`config.mk`:
```
export PLATFORM = sky130hd
export DESIGN_NAME = ecsp_top
export DESIGN_NICKNAME = d
export VERILOG_FILES = /design/src/hdl/ecsp_pkg.sv /design/src/hdl/ecsp_top.sv
export SDC_FILE = /design/constraint.sdc
export NUM_CORES = 1
export LEC_CHECK = 0
export BUFFER_PORTS_ARGS = -buffer_cell sky130_fd_sc_hd__buf_2
export CAP_MARGIN = 20
export CORE_MARGIN = 10
export CORE_UTILIZATION = 30
export CTS_CLUSTER_SIZE = 16
export DETAILED_ROUTE_END_ITERATION = 10
export SKIP_LAST_GASP = 1
export SLEW_MARGIN = 20
export SYNTH_ARGS = -nofsm -noshare
export SYNTH_HDL_FRONTEND = slang
export SYNTH_SLANG_ARGS = --single-unit
```
`constraint.sdc`:
```
create_clock -name i_ref_clk -period 5.3 [get_ports i_ref_clk]
set_input_delay 0.265 -clock i_ref_clk [delete_from_list [all_inputs] [get_ports i_ref_clk]]
set_output_delay 0.265 -clock i_ref_clk [all_outputs]
set_load 0.02 [all_outputs]
```
`src/hdl/ecsp_pkg.sv`:
```
package ecsp_pkg;
	localparam int          ADDR_W       = 8;
	localparam int          DATA_W       = 32;
	localparam int          CNT_W        = 16;
	// register byte offsets
	localparam logic [7:0]  OFF_CFG      = 8'h00;
	localparam logic [7:0]  OFF_PKT      = 8'h04;
	localparam logic [7:0]  OFF_SERVICE_INTERVAL_WINDOW     = 8'h08;
	localparam logic [7:0]  OFF_CMD      = 8'h0c;
	localparam logic [7:0]  OFF_SID      = 8'h10;
	localparam logic [7:0]  OFF_STRM_LO  = 8'h14;
	localparam logic [7:0]  OFF_STRM_HI  = 8'h18;
	localparam logic [7:0]  OFF_STRM_LEN = 8'h1c;
	localparam logic [7:0]  OFF_STATUS   = 8'h20;
	localparam logic [7:0]  OFF_CAPS     = 8'h24;
	// endpoint configuration word fields
	localparam int          SPEED_LSB    = 0;
	localparam int          KIND_LSB     = 3;
	localparam int          DIR_BIT      = 5;
	localparam int          MULT_LSB     = 6;
	localparam int          BURST_LSB    = 8;
	localparam int          INTV_LSB     = 16;
	localparam int          ERROR_RETRY_COUNT_LSB     = 24;
	localparam int          STATE_LSB    = 28;
	localparam logic [31:0] CFG_KEEP     = 32'h0300_003f;
	localparam int          MPS_W        = 11;
	localparam int          SERVICE_INTERVAL_WINDOW_W       = 24;
	localparam int          SID_W        = 16;
	localparam int          PTR_LSB      = 4;
	localparam int          KIND_S_LSB   = 1;
	localparam int          CMD_RST_BIT  = 0;
	localparam logic [7:0]  INTV_MAX     = 8'h0f;
	localparam logic [23:0] SERVICE_INTERVAL_WINDOW_SMALL   = 24'h00c000;
	localparam logic [15:0] SID_RSVD     = 16'h0000;
	localparam logic [31:0] RST_WORD     = 32'h0000_0000;
	localparam logic [1:0]  RESP_OKAY    = 2'b00;
	localparam logic [1:0]  RESP_SLVERR  = 2'b10;
	// microframe timing
	localparam int          UFRAME_NS    = 125000;
	localparam int          CLK_NS       = 5;
	localparam int          UFRAME_CYC   = UFRAME_NS / CLK_NS;

	typedef enum logic [2:0] {
		SPD_FS  = 3'b000,
		SPD_LS  = 3'b001,
		SPD_HS  = 3'b010,
		SPD_SS  = 3'b011,
		SPD_SSP = 3'b100
	} ecsp_speed_type;

	typedef enum logic [1:0] {
		EPK_CTRL = 2'b00,
		EPK_ISOC = 2'b01,
		EPK_BULK = 2'b10,
		EPK_INTR = 2'b11
	} ecsp_kind_type;

	typedef enum logic [2:0] {
		EPS_DISABLED = 3'b000,
		EPS_RUNNING  = 3'b001,
		EPS_HALTED   = 3'b010,
		EPS_STOPPED  = 3'b011
	} ecsp_state_type;
endpackage : ecsp_pkg

```
`src/hdl/ecsp_top.sv`:
```
`timescale 1ns/10ps
// Functional notes
// - transactions per opportunity at most (burst+1)*(mult+1)
// - packet bytes capped at max packet; nonzero burst means high bandwidth
// - max packet size is a plain byte count from bits 10:0
// - polling period is 125 us times two to the interval, 0 to 15
// - high-speed bulk/control OUT: interval is NAK rate, zero never NAKs
// - interval ignored for superspeed bulk and control endpoints
// - device reset keeps packet, type, retries, pointer, length; runs
// - service window payload reserves periodic bus time
// - without large payload capability payload limit is 48K bytes
// - with large payload capability payload limit is 16MB-1 bytes
// - stream identifier zero never references a ring or array
// - stream context output fields show the values in use
// - stream entry: cycle bit, kind, pointer lo, pointer hi, length
// - cycle bit is the consumer cycle state of the dequeued entry
module ecsp_top #(
	parameter int P_UFRAME_CYCLES = ecsp_pkg::UFRAME_CYC
) (
	input  wire logic                         i_ref_clk,
	input  wire logic                         i_reset_n,
	input  wire logic                         i_clk_en,
	input  wire logic [ecsp_pkg::ADDR_W-1:0]  i_axi_awaddr,
	input  wire logic                         i_axi_awvalid,
	output logic                              o_axi_awready,
	input  wire logic [ecsp_pkg::DATA_W-1:0]  i_axi_wdata,
	input  wire logic [3:0]                   i_axi_wstrb,
	input  wire logic                         i_axi_wvalid,
	output logic                              o_axi_wready,
	output logic [1:0]                        o_axi_bresp,
	output logic                              o_axi_bvalid,
	input  wire logic                         i_axi_bready,
	input  wire logic [ecsp_pkg::ADDR_W-1:0]  i_axi_araddr,
	input  wire logic                         i_axi_arvalid,
	output logic                              o_axi_arready,
	output logic [ecsp_pkg::DATA_W-1:0]       o_axi_rdata,
	output logic [1:0]                        o_axi_rresp,
	output logic                              o_axi_rvalid,
	input  wire logic                         i_axi_rready,
	input  wire logic                         i_large_payload_capable,
	input  wire logic                         i_nak_used,
	input  wire logic                         i_wb_valid,
	input  wire logic [63:4]                  i_wb_ptr,
	input  wire logic                         i_wb_cycle,
	input  wire logic [ecsp_pkg::SERVICE_INTERVAL_WINDOW_W-1:0]  i_wb_len,
	output logic [10:0]                       o_txn_budget,
	output logic [8:0]                        o_pkt_per_txn,
	output logic                              o_high_bw,
	output logic [ecsp_pkg::MPS_W-1:0]        o_max_pkt_bytes,
	output logic                              o_poll_tick,
	output logic                              o_nak_allowed,
	output logic [ecsp_pkg::SERVICE_INTERVAL_WINDOW_W-1:0]       o_reserve_bytes,
	output logic                              o_payload_ok,
	output logic [63:0]                       o_ring_addr,
	output logic                              o_ring_valid,
	output logic                              o_dequeue_cycle_bit,
	output logic [2:0]                        o_ep_state
);
	import ecsp_pkg::*;

	function automatic logic [31:0] merge(input logic [31:0] old,
		input logic [31:0] nw, input logic [3:0] be);
		logic [31:0] m;
		m = {{8{be[3]}}, {8{be[2]}}, {8{be[1]}}, {8{be[0]}}};
		return (old & ~m) | (nw & m);
	endfunction : merge

	logic        awrdy_r, wrdy_r, bvalid_r, ardy_r, rvalid_r;
	logic [7:0]  awaddr_r;
	logic [31:0] wdata_r, rdata_r;
	logic [3:0]  wstrb_r;
	logic [1:0]  bresp_r, rresp_r;
	logic [31:0] cfg_r, pkt_r, slo_r, shi_r;
	logic [23:0] service_interval_window_r, slen_r;
	logic [15:0] sid_r, cyc_cnt_r, uf_cnt_r;
	logic [10:0] budget_r;
	logic [8:0]  ppt_r;
	logic        high_bw_r, tick_r, nak_ok_r, pay_ok_r, ring_ok_r;
	logic [23:0] reserve_r;
	logic [63:0] ring_addr_r;

	// write channel: address and data taken in either order, then applied
	wire        wr_fire  = !awrdy_r && !wrdy_r && !bvalid_r;
	wire [7:0]  wa       = {awaddr_r[7:2], 2'b00};
	wire        hit_cfg  = wr_fire && wa == OFF_CFG;
	wire        hit_pkt  = wr_fire && wa == OFF_PKT;
	wire        hit_service_interval_window = wr_fire && wa == OFF_SERVICE_INTERVAL_WINDOW;
	wire        hit_cmd  = wr_fire && wa == OFF_CMD;
	wire        hit_sid  = wr_fire && wa == OFF_SID;
	wire        hit_slo  = wr_fire && wa == OFF_STRM_LO;
	wire        hit_shi  = wr_fire && wa == OFF_STRM_HI;
	wire        hit_slen = wr_fire && wa == OFF_STRM_LEN;
	wire        wr_map   = hit_cfg | hit_pkt | hit_service_interval_window | hit_cmd | hit_sid
		| hit_slo | hit_shi | hit_slen | (wa == OFF_STATUS)
		| (wa == OFF_CAPS);
	wire        dev_rst  = hit_cmd && wstrb_r[0] && wdata_r[CMD_RST_BIT];
	wire [31:0] wmerge_cfg = merge(cfg_r, wdata_r, wstrb_r);

	// device reset keeps packet size, type and retries, and sets the running state
	wire [31:0] cfg_nxt = dev_rst ? ((cfg_r & CFG_KEEP)
			| (32'(EPS_RUNNING) << STATE_LSB)) :
		hit_cfg ? wmerge_cfg : cfg_r;
	wire [31:0] pkt_nxt = hit_pkt ? merge(pkt_r, wdata_r, wstrb_r) : pkt_r;
	wire [31:0] service_interval_window_w  = merge({8'h00, service_interval_window_r}, wdata_r, wstrb_r);
	wire [23:0] service_interval_window_nxt = dev_rst ? RST_WORD[23:0] :
		hit_service_interval_window ? service_interval_window_w[23:0] : service_interval_window_r;
	wire [31:0] sid_w   = merge({16'h0000, sid_r}, wdata_r, wstrb_r);
	wire [15:0] sid_nxt = hit_sid ? sid_w[15:0] : sid_r;
	// the scheduler's write-back outranks software: it is the value in use
	wire [31:0] slo_nxt = i_wb_valid ?
		{i_wb_ptr[31:PTR_LSB], slo_r[3:1], i_wb_cycle} :
		hit_slo ? merge(slo_r, wdata_r, wstrb_r) : slo_r;
	wire [31:0] shi_nxt = i_wb_valid ? i_wb_ptr[63:32] :
		hit_shi ? merge(shi_r, wdata_r, wstrb_r) : shi_r;
	wire [31:0] slen_w  = merge({8'h00, slen_r}, wdata_r, wstrb_r);
	wire [23:0] slen_nxt = i_wb_valid ? i_wb_len :
		hit_slen ? slen_w[23:0] : slen_r;

	// endpoint field decode
	wire [2:0]  speed    = cfg_r[SPEED_LSB +: 3];
	wire [1:0]  kind     = cfg_r[KIND_LSB +: 2];
	wire        dir_in   = cfg_r[DIR_BIT];
	wire [1:0]  mult     = cfg_r[MULT_LSB +: 2];
	wire [7:0]  burst    = cfg_r[BURST_LSB +: 8];
	wire [7:0]  intv     = cfg_r[INTV_LSB +: 8];
	wire        is_ss    = speed == SPD_SS || speed == SPD_SSP;
	wire        is_hs    = speed == SPD_HS;
	wire        async_k  = kind == EPK_BULK || kind == EPK_CTRL;
	wire        periodic = !async_k;
	wire        nak_mode = is_hs && (kind == EPK_BULK
		|| (kind == EPK_CTRL && !dir_in));
	wire        intv_use = !(is_ss && async_k);

	wire [8:0]  ppt_nxt    = {1'b0, burst} + 9'h001;
	wire [2:0]  mlt_nxt    = {1'b0, mult} + 3'h1;
	wire [10:0] budget_nxt = 11'(ppt_nxt) * 11'(mlt_nxt);
	// intervals beyond the largest exponent saturate
	wire [3:0]  intv_exp   = (intv > INTV_MAX) ? INTV_MAX[3:0] : intv[3:0];
	wire [15:0] poll_last  = (16'h0001 << intv_exp) - 16'h0001;
	wire [15:0] nak_last   = {8'h00, intv} - 16'h0001;
	wire [15:0] win_last   = nak_mode ? nak_last : poll_last;
	wire        uf_tick    = cyc_cnt_r == 16'(P_UFRAME_CYCLES - 1);
	wire        win_end    = uf_tick && uf_cnt_r >= win_last;
	wire        tick_nxt   = win_end && periodic && intv_use;
	wire        nak_set    = win_end && nak_mode && intv != 8'h00;
	wire        nak_nxt    = nak_set ||
		(nak_ok_r && !i_nak_used && nak_mode && intv != 8'h00);
	wire        pay_ok_nxt = i_large_payload_capable ||
		service_interval_window_r <= SERVICE_INTERVAL_WINDOW_SMALL;
	wire [23:0] rsv_nxt    = (periodic && pay_ok_nxt) ? service_interval_window_r :
		RST_WORD[23:0];
	wire        ring_nxt   = sid_r != SID_RSVD;
	wire [63:0] addr_nxt   = {shi_r, slo_r[31:PTR_LSB], 4'h0};

	// read decode
	wire [7:0]  ra       = {i_axi_araddr[7:2], 2'b00};
	wire [31:0] status_w = {16'h0000, ring_ok_r, nak_mode, intv_use,
		pay_ok_r, high_bw_r, budget_r};
	wire        rd_map   = ra == OFF_CFG || ra == OFF_PKT || ra == OFF_SERVICE_INTERVAL_WINDOW
		|| ra == OFF_CMD || ra == OFF_SID || ra == OFF_STRM_LO
		|| ra == OFF_STRM_HI || ra == OFF_STRM_LEN || ra == OFF_STATUS
		|| ra == OFF_CAPS;
	wire [31:0] rd_mux =
		(ra == OFF_CFG)      ? cfg_r :
		(ra == OFF_PKT)      ? pkt_r :
		(ra == OFF_SERVICE_INTERVAL_WINDOW)     ? {8'h00, service_interval_window_r} :
		(ra == OFF_SID)      ? {16'h0000, sid_r} :
		(ra == OFF_STRM_LO)  ? slo_r :
		(ra == OFF_STRM_HI)  ? shi_r :
		(ra == OFF_STRM_LEN) ? {8'h00, slen_r} :
		(ra == OFF_STATUS)   ? status_w :
		(ra == OFF_CAPS)     ? {31'h0, i_large_payload_capable} : RST_WORD;

	always_ff @(posedge i_ref_clk or negedge i_reset_n) begin
		if (!i_reset_n) begin
			awrdy_r  <= 1'b1;
			wrdy_r   <= 1'b1;
			bvalid_r <= 1'b0;
			bresp_r  <= RESP_OKAY;
			awaddr_r <= 8'h00;
			wdata_r  <= RST_WORD;
			wstrb_r  <= 4'h0;
		end else if (i_clk_en) begin
			if (awrdy_r && i_axi_awvalid) begin
				awrdy_r  <= 1'b0;
				awaddr_r <= i_axi_awaddr;
			end
			if (wrdy_r && i_axi_wvalid) begin
				wrdy_r  <= 1'b0;
				wdata_r <= i_axi_wdata;
				wstrb_r <= i_axi_wstrb;
			end
			if (wr_fire) begin
				bvalid_r <= 1'b1;
				bresp_r  <= wr_map ? RESP_OKAY : RESP_SLVERR;
			end else if (bvalid_r && i_axi_bready) begin
				bvalid_r <= 1'b0;
				awrdy_r  <= 1'b1;
				wrdy_r   <= 1'b1;
			end
		end
	end

	always_ff @(posedge i_ref_clk or negedge i_reset_n) begin
		if (!i_reset_n) begin
			ardy_r   <= 1'b1;
			rvalid_r <= 1'b0;
			rdata_r  <= RST_WORD;
			rresp_r  <= RESP_OKAY;
		end else if (i_clk_en) begin
			if (ardy_r && i_axi_arvalid) begin
				ardy_r   <= 1'b0;
				rvalid_r <= 1'b1;
				rdata_r  <= rd_mux;
				rresp_r  <= rd_map ? RESP_OKAY : RESP_SLVERR;
			end else if (rvalid_r && i_axi_rready) begin
				rvalid_r <= 1'b0;
				ardy_r   <= 1'b1;
			end
		end
	end

	always_ff @(posedge i_ref_clk or negedge i_reset_n) begin
		if (!i_reset_n) begin
			cfg_r  <= RST_WORD;
			pkt_r  <= RST_WORD;
			service_interval_window_r <= RST_WORD[23:0];
			sid_r  <= SID_RSVD;
			slo_r  <= RST_WORD;
			shi_r  <= RST_WORD;
			slen_r <= RST_WORD[23:0];
		end else if (i_clk_en) begin
			cfg_r  <= cfg_nxt;
			pkt_r  <= pkt_nxt;
			service_interval_window_r <= service_interval_window_nxt;
			sid_r  <= sid_nxt;
			slo_r  <= slo_nxt;
			shi_r  <= shi_nxt;
			slen_r <= slen_nxt;
		end
	end

	// microframe and window counters
	always_ff @(posedge i_ref_clk or negedge i_reset_n) begin
		if (!i_reset_n) begin
			cyc_cnt_r <= 16'h0000;
			uf_cnt_r  <= 16'h0000;
		end else if (i_clk_en) begin
			cyc_cnt_r <= uf_tick ? 16'h0000 : cyc_cnt_r + 16'h0001;
			if (uf_tick)
				uf_cnt_r <= win_end ? 16'h0000 : uf_cnt_r + 16'h0001;
		end
	end

	always_ff @(posedge i_ref_clk or negedge i_reset_n) begin
		if (!i_reset_n) begin
			budget_r    <= 11'h000;
			ppt_r       <= 9'h000;
			high_bw_r   <= 1'b0;
			tick_r      <= 1'b0;
			nak_ok_r    <= 1'b0;
			pay_ok_r    <= 1'b0;
			reserve_r   <= 24'h000000;
			ring_ok_r   <= 1'b0;
			ring_addr_r <= 64'h0;
		end else if (i_clk_en) begin
			budget_r    <= budget_nxt;
			ppt_r       <= ppt_nxt;
			high_bw_r   <= burst != 8'h00;
			tick_r      <= tick_nxt;
			nak_ok_r    <= nak_nxt;
			pay_ok_r    <= pay_ok_nxt;
			reserve_r   <= rsv_nxt;
			ring_ok_r   <= ring_nxt;
			ring_addr_r <= addr_nxt;
		end
	end

	assign o_axi_awready       = awrdy_r;
	assign o_axi_wready        = wrdy_r;
	assign o_axi_bvalid        = bvalid_r;
	assign o_axi_bresp         = bresp_r;
	assign o_axi_arready       = ardy_r;
	assign o_axi_rvalid        = rvalid_r;
	assign o_axi_rdata         = rdata_r;
	assign o_axi_rresp         = rresp_r;
	assign o_txn_budget        = budget_r;
	assign o_pkt_per_txn       = ppt_r;
	assign o_high_bw           = high_bw_r;
	assign o_max_pkt_bytes     = pkt_r[MPS_W-1:0];
	assign o_poll_tick         = tick_r;
	assign o_nak_allowed       = nak_ok_r;
	assign o_reserve_bytes     = reserve_r;
	assign o_payload_ok        = pay_ok_r;
	assign o_ring_addr         = ring_addr_r;
	assign o_ring_valid        = ring_ok_r;
	assign o_dequeue_cycle_bit = slo_r[0];
	assign o_ep_state          = cfg_r[STATE_LSB +: 3];
endmodule : ecsp_top

```
# --- Word level (Yosys, flattened, before mapping) ---
# Cells that the tools add are included.
totals:
  regBits: 418
  wordCells: 209
classes:
  add_sub_neg: 6
  mul: 1
  n_lt_le_gt_ge: 3
  eq_ne: 23
  n_shift: 1
  n_mux: 38
  n_bitwise: 27
  n_reduce_logical: 79
op_table:
  columns: ["op", "n"]
  rows:
  - ["$mux 32", 12]
  - ["$and 32x32->32", 5]
  - ["$mux 24", 6]
  - ["$or 32x32->32", 4]
  - ["$mux 16", 4]
  - ["$and 24x24->24", 2]
  - ["$eq 6x3->1 const B", 8]
  - ["$or 24x24->24", 2]
  - ["$add 16x1->16 const B", 2]
  - ["$not 32->32", 1]
  - ["$logic_and 1x1->1", 29]
  - ["$reduce_and 2->1", 14]
  - ["$eq 6x2->1 const B", 4]
  - ["$eq 6x4->1 const B", 4]
  - ["$le 24x16->1 const B", 1]
  - ["$and 16x16->16", 1]
  - ["$eq 16x15->1 const B", 1]
  - ["$ge 16x16->1", 1]
  - ["$logic_not 8->1", 2]
  - ["$or 16x16->16", 1]
  - ["$reduce_bool 16->1", 1]
  - ["$reduce_bool 8->1", 2]
  - ["$shl 1x4->16 const A", 1]
  - ["$sub 16x1->16 const B", 1]
  - ["other kinds (19)", 69]

# --- Logic depth before layout (Yosys ltp) ---
# Gate-level depths: netlist of the first run.
depth:
  word_depth: 14
  mapped_depth: 20
  depth_no_buf: 16

# --- Least setup slack after synthesis of the first run ---
# Ideal clock, no wire load.
synth_timing:
  path_kind: "register -> register"
  from: "register cfg_r[22]"
  to: "register uf_cnt_r[10]"
  arrival_time_ns: 3.579
  setup_slack_ns: 1.599
  path_stages_with_launch: 18
  path_buffers: 2
  cell_sequence: "dfrtp_1 -> or4_1 -> clkbuf_1 -> nor3_1 -> nand3_1 -> ha_1 -> nor3_1 -> a31oi_1 -> o21ai_0 -> nand2_1 -> ha_1 -> and2_1 -> o2111ai_1 -> nor4_1 -> a21oi_1 -> a21oi_2 -> buf_2 -> nor2_1"
synth_between:
  elab_chain_cells: 8
  word_cells_on_any_way: 9
synth_rtl:
  columns: ["item", "line", "rtl"]
  rows:
  - ["start, declared", "ecsp_top.sv:73", "logic [31:0] cfg_r, pkt_r, slo_r, shi_r;"]
  - ["start signal, assigned", "ecsp_top.sv:233", "cfg_r <= cfg_nxt;"]
  - ["$gt 8x4->1", "ecsp_top.sv:138", "wire [3:0] intv_exp = (intv > INTV_MAX) ? INTV_MAX[3:0] : intv[3:0];"]
  - ["$mux 4", "ecsp_top.sv:138", null]
  - ["$shl 1x4->16", "ecsp_top.sv:139", "wire [15:0] poll_last = (16'h0001 << intv_exp) - 16'h0001;"]
  - ["$sub 16x1->16", "ecsp_top.sv:139", null]
  - ["$mux 16 (*)", "ecsp_top.sv:141", "wire [15:0] win_last = nak_mode ? nak_last : poll_last;"]
  - ["$ge 16x16->1 (*)", "ecsp_top.sv:143", "wire win_end = uf_tick && uf_cnt_r >= win_last;"]
  - ["$logic_and 1x1->1 (*)", "ecsp_top.sv:143", null]
  - ["$mux 16 (*)", "ecsp_top.sv:251", "uf_cnt_r <= win_end ? 16'h0000 : uf_cnt_r + 16'h0001;"]
  - ["end signal, assigned", "ecsp_top.sv:251", null]
  - ["end, declared", "ecsp_top.sv:75", "logic [15:0] sid_r, cyc_cnt_r, uf_cnt_r;"]
# Every way passes the cells marked *; elsewhere a longest branch is shown, timed or not.
# A chain may end at the register's enable or synchronous reset.

# --- Worst setup path in the final report of the first run ---
layout_timing:
  from: "register cfg_r[23]"
  to: "register nak_ok_r (netlist: o_nak_allowed)"
layout_between:
  elab_chain_cells: 10
  word_cells_on_any_way: 13
layout_rtl:
  columns: ["item", "line", "rtl"]
  rows:
  - ["$gt 8x4->1", "ecsp_top.sv:138", null]
  - ["$mux 4", "ecsp_top.sv:138", null]
  - ["$shl 1x4->16", "ecsp_top.sv:139", null]
  - ["$sub 16x1->16", "ecsp_top.sv:139", null]
  - ["$mux 16", "ecsp_top.sv:141", null]
  - ["$ge 16x16->1", "ecsp_top.sv:143", null]
  - ["$logic_and 1x1->1", "ecsp_top.sv:143", null]
  - ["$logic_and 1x1->1 (2 in series)", "ecsp_top.sv:145", "wire nak_set = win_end && nak_mode && intv != 8'h00;"]
  - ["$logic_or 1x1->1 (*)", "ecsp_top.sv:146", "wire nak_nxt = nak_set ||"]
  - ["end signal, assigned", "ecsp_top.sv:271", "nak_ok_r <= nak_nxt;"]
  - ["end, declared", "ecsp_top.sv:78", "logic high_bw_r, tick_r, nak_ok_r, pay_ok_r, ring_ok_r;"]
# Marked as above.

==> results.cfg, run 1 <==
[critical_path]
crit_arrival_ns = 5.20
required_ns = 5.82
reg2reg_slack_ns = 0.61
path_max_fanout = 14
cp-startpoint = cfg_r[23]$_DFFE_PN0P_
critPathKind = reg -> reg
r2r_start = cfg_r[23]$_DFFE_PN0P_
end_kind = flip-flop
startpoint_type = flip-flop

[synth]
yosys.area_share.simple_pct = 10.8
syn_inst = 1828
ys_ff_latch = 414
synth_area_leaders = dfrtp_1 (51%), mux2_2 (9.7%), a22o_1 (3.5%)
synthXorXnorAreaFrac_pct = 1.83
syn_area_sq_um = 20100
synth_compound_area_share_pct = 18.3
ys_seq_area_share_pct = 51.4
synth-edff-count = 0
synth_top_area_share_pct = 51.0
synth-warning-count = 0
yosysUniqueCellTypes = 77
async_reset_ff_share_pct = 100
muxShareOfSynthArea_pct = 10.7
yosys.area.top_type = dfrtp_1
ys_dominant_reg_cell = dfrtp_1
syn_avg_cell_area_sq_um = 11.0
synth_top_family_by_area = compound AO/OA/AOI/OAI gates
synthAdderAreaFrac_pct = 2.91

[timing]
max_clock_freq_ghz = 0.213
fin_ws_ns = 0.613
relSlewSlack_pct = 31.3
slew_viol_final = 0
setup_violations = 0
max_slew.worst_pin.slew_ns = 1.03
fin_crit_sh_pct = 88.4
finalHoldViolCount = 0
rsz0062_at_grt = no
min_period_ns = 4.69
skew_ns = 0.0246
fin_tns_setup_ns = 0

[global_route]
antenna_found_initial = 6
grt_pass1_wl_mm = 110
grt_use_met1_pct = 24.1
grtUsageMet2_pct = 30.0
gr-total-overflow = 0
grt_use_total_pct = 18.3
grt_pass1_vias = 17100
grt_max_degree = 169
grt_busiest_layer = met2
use_met3_pct = 4.00

[power]
power_w = 0.0117
leakage_nw = 11.5
power_density_nw_per_um2 = 468
peakVddDrop_mv = 0.270

[routing]
drt_iter0_drc = 1296
remaining_drc_errors = 0
antenna_left = 0
via_per_inst = 5.44
vias = 16700
first_pass_iters = 5
wl_per_cell_um = 23.9
routed_wl_mm = 73.6

[placed_design]
dp_hpwl_mm = 54.0
place_congestion = 0.880
dp_slack_ns = 0.709
portBuffers = 306

[final_layout]
drive_gt1_share_pct = 28.0
multiInputGateArea_sq_um = 9030
fillers = 6439
regArea_sq_um = 10400
syn2layout_area_growth_pct = 24.3
nNetsFinal = 2360
final_core_util_pct = 37.8
layout_commonest_cell = dfrtp_1
final_cell_mix = dfrtp_1 (411), buf_2 (303), mux2_2 (174), nand2_1 (121), dlygate4sd3_1 (97)

[die]
die-area_sq_um = 77900
coreArea_sq_um = 66200
num_rows = 94
die_h_um = 279
ios = 317
die_w_um = 279
initial_utilization_pct = 30.4

[clocking]
clock_path_buffers = 3
cts_sinks = 414
postCtsHoldBufs = 97
cts_tree = yes
cts_made_buffers = 47
postCtsSetupBuffers = 0
ctsResizeCount = 0
worstSkewPairLatency_ns = 0.60
h-tree-depth = 2
path_clk_slew_ns = 0.06
cts_root_buf = clkbuf_16

[status]
status = finished, final reports clean

[worst_hold_path]
min_path_type = in -> reg
min_from = i_wb_ptr[51]

[flow_run]
maxCapViolCount = 0
==> metal layers <==
metal,vias to the layer above,routed length (um)
met5,-,34
met4,4,1630
met3,94,5300
met2,641,35000
met1,8537,31600
li1,7428,-
==> worst paths after layout <==
check | endpoint | depth (start not counted)
worst min-delay path | flip-flop | 3
worst min register to register | o_axi_rdata[12]$_DFFE_PN0P_ | 1
min in group asynchronous | wdata_r[26]$_DFFE_PN0P_ | 2
worst max-delay path | o_nak_allowed$_DFFE_PN0P_ | 15
worst max register to register | o_nak_allowed$_DFFE_PN0P_ | 15
max in group asynchronous | uf_cnt_r[1]$_DFFE_PN0P_ | 3
==> power breakdown <==
part | switching, W | internal [W] | leakage (nW) | total [W]
logic | 0.00190 | 0.00143 | 5.35 | 0.00333
registers | 0.00107 | 0.00391 | 5.39 | 0.00498
clock network | 0.00136 | 0.00206 | 0.803 | 0.00342
total | 0.00433 | 0.00740 | 11.5 | 0.0117
==> stage by stage <==
step | instance area [sq um] | hold slack [ns] | std cells
3_5_place_dp | 22400 | 0.211 | 2888
2_1_floorplan | 20200 | -0.0306 | 1833
4_1_cts | 25000 | 0.000438 | 3069
3_3_place_gp | 22400 | 0.202 | 2888
6_report | 25000 | 0.0324 | 3073
5_1_grt | 25000 | 0.0237 | 3071
==> cell families after synthesis <==
| kind of cell | count (synthesis) |
|---|---|
| adder cells (fa/ha/maj) | 42 |
| AO/OA/AOI/OAI | 516 |
| multiplexers | 188 |
| AND/OR/NAND/NOR | 434 |
| XOR/XNOR | 42 |
| other | 1 |
| flip-flops | 414 |
| buffers and inverters | 191 |
==> area by class of cell <==
cell class / instances / share of cell area, %
timing repair buffer: 429 / 10.9
clock buffer: 72 / 5.88
tap: 864 / 4.32
clock inverter: 12 / 0.634
multi-input combinational: 1228 / 36.1
sequential: 414 / 41.4
inverter: 50 / 0.749
antenna: 4 / 0.0400
==> synth_stat cells, types with 3 or more instances <==
cell,number
nand4_1,8
a222oi_1,12
buf_1,7
buf_2,13
inv_1,49
dfstp_2,3
a21boi_0,3
nand3b_1,4
mux4_2,4
and3_1,13
and2_1,16
mux2i_1,9
or2_2,4
a22oi_1,83
o21a_1,3
nor4_1,14
nor3_1,26
o31ai_1,3
o2bb2ai_1,78
nand2_2,5
fa_1,8
nor4b_1,3
a22o_1,80
a221oi_1,17
clkbuf_1,101
nand2b_1,20
o21ai_1,13
o21ai_0,84
a21o_1,10
buf_4,20
mux2_2,174
o22ai_1,14
nor2b_1,25
nand2_1,121
xor2_1,20
or3_1,17
nor2_1,96
dfrtp_1,411
ha_1,34
nand3_1,40
xnor2_1,22
a21oi_1,77
a31oi_1,17
==> worst max-delay path, cell delays in order, from the launching register on <==
cell	delay [ns]
dfrtp_1	0.45
or4_1	0.64
nor3_1	0.37
nand3_1	0.15
ha_1	0.37
nor3_1	0.34
a31oi_1	0.12
o21ai_0	0.17
nand2_1	0.09
ha_1	0.30
and2_1	0.15
o2111ai_1	0.15
nor4_1	0.33
a21oi_1	0.19
a21oi_2	0.55
a22o_1	0.24
Note: power is estimated with default switching activity, not from simulation.
==> run 2: changes to the inputs <==
--- a/config.mk
+++ b/config.mk
@@ -11,6 +11,7 @@
 export CORE_UTILIZATION = 30
 export CTS_CLUSTER_SIZE = 16
 export DETAILED_ROUTE_END_ITERATION = 10
+export REMOVE_ABC_BUFFERS = 1
 export SKIP_LAST_GASP = 1
 export SLEW_MARGIN = 20
 export SYNTH_ARGS = -nofsm -noshare
==> results.cfg, run 2 (same netlist as run 1, synthesis figures left out) <==
[critical_path]
critPathKind = reg -> reg
max_stage_delay_ns = 0.66
required_ns = 5.81
slowest_stage = or4_1
path_buf_inv = 0
crit_arrival_ns = 5.16
cp-startpoint = cfg_r[22]$_DFFE_PN0P_
r2r_start = cfg_r[22]$_DFFE_PN0P_
worstPathCellList = or4_1 > nor3_1 > nand3_1 > ha_1 > nor3_1 > a31oi_1 > o21ai_0 > nand2_1 > ha_1 > and2_1 > o2111ai_1 > nor4_1 > a21oi_1 > a21oi_2 > a22o_1
path_max_fanout = 14
startpoint_type = flip-flop
end_kind = flip-flop
crit_family = simple AND/OR/NAND/NOR gates

[routing]
via_per_inst = 5.48
drt_iter0_drc = 1295
routed_wl_mm = 76.1
wl_per_cell_um = 24.7
vias = 16900
antenna_left = 0
first_pass_iters = 7
remaining_drc_errors = 0

[power]
leakage_nw = 11.6
peakVddDrop_mv = 0.249
combPwrFrac_pct = 28.6
p_sw_share_pct = 36.7
power_density_nw_per_um2 = 464
sequentialPowerShare_pct = 42.1
power_frac_clock_pct = 29.3
p_int_w = 0.00737
switchingPower_w = 0.00428
power_w = 0.0116

[global_route]
grt_pass1_vias = 17200
gr-total-overflow = 0
grt_pass1_wl_mm = 113
grt_use_total_pct = 18.8
use_met3_pct = 4.89
antenna_found_initial = 7
grtUsageMet2_pct = 30.3
grt_busiest_layer = met2
grt_use_met1_pct = 24.6
grt_max_degree = 153

[timing]
slew_viol_final = 0
fin_tns_setup_ns = 0
skew_ns = 0.0265
relSlewSlack_pct = 18.9
min_period_ns = 4.65
finalHoldViolCount = 0
rsz0062_at_grt = no
setup_violations = 0
fin_hold_ws_ns = 0.0158
max_clock_freq_ghz = 0.215
max_slew.worst_pin.slew_ns = 1.21
fin_crit_sh_pct = 87.8

[clocking]
cts_made_buffers = 46
path_clk_slew_ns = 0.06
ctsResizeCount = 0
cts_sinks = 414
cts_tree = yes
cts_root_buf = clkbuf_16
h-tree-depth = 2
worstSkewPairLatency_ns = 0.59
clock_path_buffers = 3

[final_layout]
fillers = 6429
final_cell_mix = dfrtp_1 (411), buf_2 (303), mux2_2 (174), nand2_1 (121), dlygate4sd3_1 (102)
drive_gt1_share_pct = 28.4
nNetsFinal = 2371
multiInputGateArea_sq_um = 9040
layout_commonest_cell = dfrtp_1
syn2layout_area_growth_pct = 24.7
regArea_sq_um = 10400

[placed_design]
portBuffers = 306
dp_hpwl_mm = 53.8
place_congestion = 0.863

[die]
die_w_um = 279
die-area_sq_um = 77900
coreArea_sq_um = 66200
die_h_um = 279
initial_utilization_pct = 30.4
num_rows = 94
ios = 317

[flow_run]
maxCapViolCount = 0

[status]
status = finished, final reports clean

[worst_hold_path]
min_path_type = in -> reg
min_from = i_wb_ptr[38]
==> run 2: tightest hold or removal path, delay by kind of cell <==
family / cells / cell delay, ns
AOI/OAI and AO/OA: 2 / 0.21
buffers and inverters: 1 / 0.08
==> run 2: worst paths after layout <==
kind / cells after the start / to / slack [ns]
max reg2reg: 15 / o_nak_allowed$_DFFE_PN0P_ / 0.65
min reg2reg: 2 / o_axi_rdata[17]$_DFFE_PN0P_ / 0.47
max in group asynchronous: 3 / o_ring_addr[48]$_DFFE_PN0P_ / 3.81
max: 15 / o_nak_allowed$_DFFE_PN0P_ / 0.65
min in group asynchronous: 2 / asynchronous set/reset pin / 0.21
min: 3 / flip-flop / 0.02
==> run 2: power by group through the flow <==
stage / Sequential [W] / Combinational, W / Clock, W
final: 0.00491 / 0.00333 / 0.00341
after global routing: 0.00500 / 0.00367 / 0.00360
after CTS: 0.00488 / 0.00334 / 0.00348
after detailed placement: 0.00494 / 0.00326 / 0
after global placement: 0.00490 / 0.00323 / 0
after floorplan: 0.00483 / 0.00185 / 0
==> run 2: routing by layer <==
| layer | vias up | part of all wire, % |
|---|---|---|
| met5 | - | 0.056 |
| met3 | 137 | 8.0 |
| met1 | 8629 | 43 |
| li1 | 7436 | - |
| met4 | 8 | 2.7 |
| met2 | 686 | 46 |
==> run 2: area by class of cell <==
cell class                 count  area share, %
sequential                   414           41.3
multi-input combinational   1228           36.0
timing repair buffer         441           11.3
clock buffer                  62           5.30
tap                          864           4.30
clock inverter                22           1.10
inverter                      50          0.747
antenna                        2         0.0199
==> run 2: repair_timing <==
item / in CTS / in global routing
hold endpoints to repair: 157 / 0
setup buffers: 0 / 0
hold buffers: 102 / 0
==> run 2: stage by stage <==
stage,worst slack (ns),utilization [%],area (sq um),cells
final,0.646,37.9,25100,3083
after global routing,0.291,37.9,25100,3083
after CTS,0.725,37.9,25100,3081
after detailed placement,0.742,34.0,22500,2895
after global placement,0.678,34.0,22500,2895
after floorplan,1.44,-,19500,1692
==> run 3: changes to the inputs <==
--- a/config.mk
+++ b/config.mk
@@ -7,10 +7,10 @@
 export LEC_CHECK = 0
 export BUFFER_PORTS_ARGS = -buffer_cell sky130_fd_sc_hd__buf_2
 export CAP_MARGIN = 20
-export CORE_MARGIN = 10
 export CORE_UTILIZATION = 30
 export CTS_CLUSTER_SIZE = 16
 export DETAILED_ROUTE_END_ITERATION = 10
+export RECOVER_POWER = 50
 export REMOVE_ABC_BUFFERS = 1
 export SKIP_LAST_GASP = 1
 export SLEW_MARGIN = 20
==> results.cfg, run 3 (same netlist as run 1, synthesis figures left out) <==
[status]
status = finished, violations left
violations = DRC, capacitance limit, slew limit

[placed_design]
dp_hpwl_mm = 50.8
portBuffers = 306
placed_area_sq_um = 22500
place_congestion = 0.853

[timing]
fin_tns_setup_ns = 0
max_clock_freq_ghz = 0.217
skew_ns = 0.0265
setup_violations = 0
slew_viol_final = 416
relSlewSlack_pct = -133
finalHoldViolCount = 0
rsz0062_at_grt = no
min_period_ns = 4.60
max_slew.worst_pin.slew_ns = 3.50
fin_crit_sh_pct = 86.8
fin_hold_ws_ns = 0.0195

[power]
leakage_nw = 11.0
p_sw_share_pct = 36.8
switchingPower_w = 0.00423
power_density_nw_per_um2 = 461
power_frac_clock_pct = 29.2
sequentialPowerShare_pct = 42.6
peakVddDrop_mv = 0.250
combPwrFrac_pct = 28.2
p_int_w = 0.00727

[final_layout]
multiInputGateArea_sq_um = 9040
final_area_sq_um = 25000
layout_commonest_cell = dfrtp_1
final_core_util_pct = 37.7
fillers = 6550
regArea_sq_um = 10400
nNetsFinal = 2379
final_cell_mix = dfrtp_1 (411), mux2_2 (173), buf_2 (162), clkbuf_1 (159), nand2_1 (121)
syn2layout_area_growth_pct = 23.8
drive_gt1_share_pct = 21.4

[die]
die_w_um = 261
die-area_sq_um = 68200
die_h_um = 261
initial_utilization_pct = 30.5
num_rows = 94
coreArea_sq_um = 66100
ios = 317

[critical_path]
startpoint_type = flip-flop
crit_arrival_ns = 5.12
path_max_fanout = 14
critPathKind = reg -> reg
r2r_cells = 15
required_ns = 5.82
end_kind = flip-flop

[routing]
routed_wl_mm = 73.0
first_pass_iters = 10
wl_per_cell_um = 23.6
antenna_left = 0
remaining_drc_errors = 22
via_per_inst = 5.42
drt_iter0_drc = 1149
vias = 16800

[global_route]
grt_pass1_wl_mm = 109
grt_pass1_vias = 16900
grt_max_degree = 129
grt_use_total_pct = 21.0
antenna_found_initial = 2
gr-total-overflow = 0

[clocking]
h-tree-depth = 2
cts_made_buffers = 47
cts_root_buf = clkbuf_16
postCtsSetupBuffers = 0
worstSkewPairLatency_ns = 0.60
path_clk_slew_ns = 0.06
clock_path_buffers = 3
cts_sinks = 414
cts_tree = yes

[worst_hold_path]
min_path_cells = 3
min_path_type = in -> reg

[flow_run]
maxCapViolCount = 7
[run 3: worst max-delay path, cell delays in order, from the launching register on]
cell,delay [ns]
dfrtp_1,0.45
or4_1,0.66
nor3_1,0.33
nand3_1,0.13
ha_1,0.37
nor3_1,0.33
a31oi_1,0.12
o21ai_0,0.18
nand2_1,0.09
ha_1,0.29
and2_1,0.14
o2111ai_1,0.17
nor4_1,0.30
a21oi_1,0.18
a21oi_2,0.55
a22o_1,0.25
[run 3: per-stage QoR]
step	std cells	total power [W]	setup WS [ns]
4_1_cts	3090	0.0116	0.744
2_1_floorplan	1692	0.00668	1.44
5_1_grt	3091	0.0121	0.212
3_5_place_dp	2894	0.00814	0.772
6_report	3092	0.0115	0.699
3_3_place_gp	2893	0.00806	0.802
[run 3: timing repair]
| action | 4_1_cts | 5_1_grt |
|---|---|---|
| gates resized for setup | 0 | 0 |
| endpoints found under the hold margin | 154 | 0 |
| hold buffers | 109 | 0 |
[run 3: area by class of cell]
cell class	count	area share, %
Tap cell	864	4.33
Inverter	50	0.752
Multi-Input combinational cell	1228	36.2
Sequential cell	414	41.5
Clock buffer	75	5.82
Antenna cell	1	0.0100
Clock inverter	12	0.522
Timing Repair Buffer	448	10.8
[run 3: final timing paths]
check	from	slack (ns)	end
worst max-delay path	cfg_r[23]$_DFFE_PN0P_	0.70	o_nak_allowed$_DFFE_PN0P_
min in group asynchronous	i_reset_n	1.11	wdata_r[9]$_DFFE_PN0P_
worst min-delay path	i_wb_ptr[50]	0.02	flip-flop
max in group asynchronous	i_reset_n	0.99	o_axi_rdata[20]$_DFFE_PN0P_
worst max register to register	cfg_r[23]$_DFFE_PN0P_	0.70	o_nak_allowed$_DFFE_PN0P_
worst min register to register	flip-flop	0.48	flip-flop
[run 3: routing by layer]
metal  wire length [um]  up-vias  track usage (%)  part of all wire, %
li1                   -     7479                -                    -
met1              32200     8562             28.7                   44
met2              33600      590             33.2                   46
met3               4790      121             4.12                  6.6
met4               2410        4             7.40                  3.3
met5                 25        -                0                0.034
[run 3: power by group through the flow]
stage          Clock (W)  Combinational [W]  Sequential [W]
5_1_grt          0.00355            0.00356         0.00499
4_1_cts          0.00344            0.00331         0.00486
6_report         0.00336            0.00324         0.00490
3_5_place_dp           0            0.00322         0.00491
3_3_place_gp           0            0.00318         0.00488
2_1_floorplan          0            0.00185         0.00483
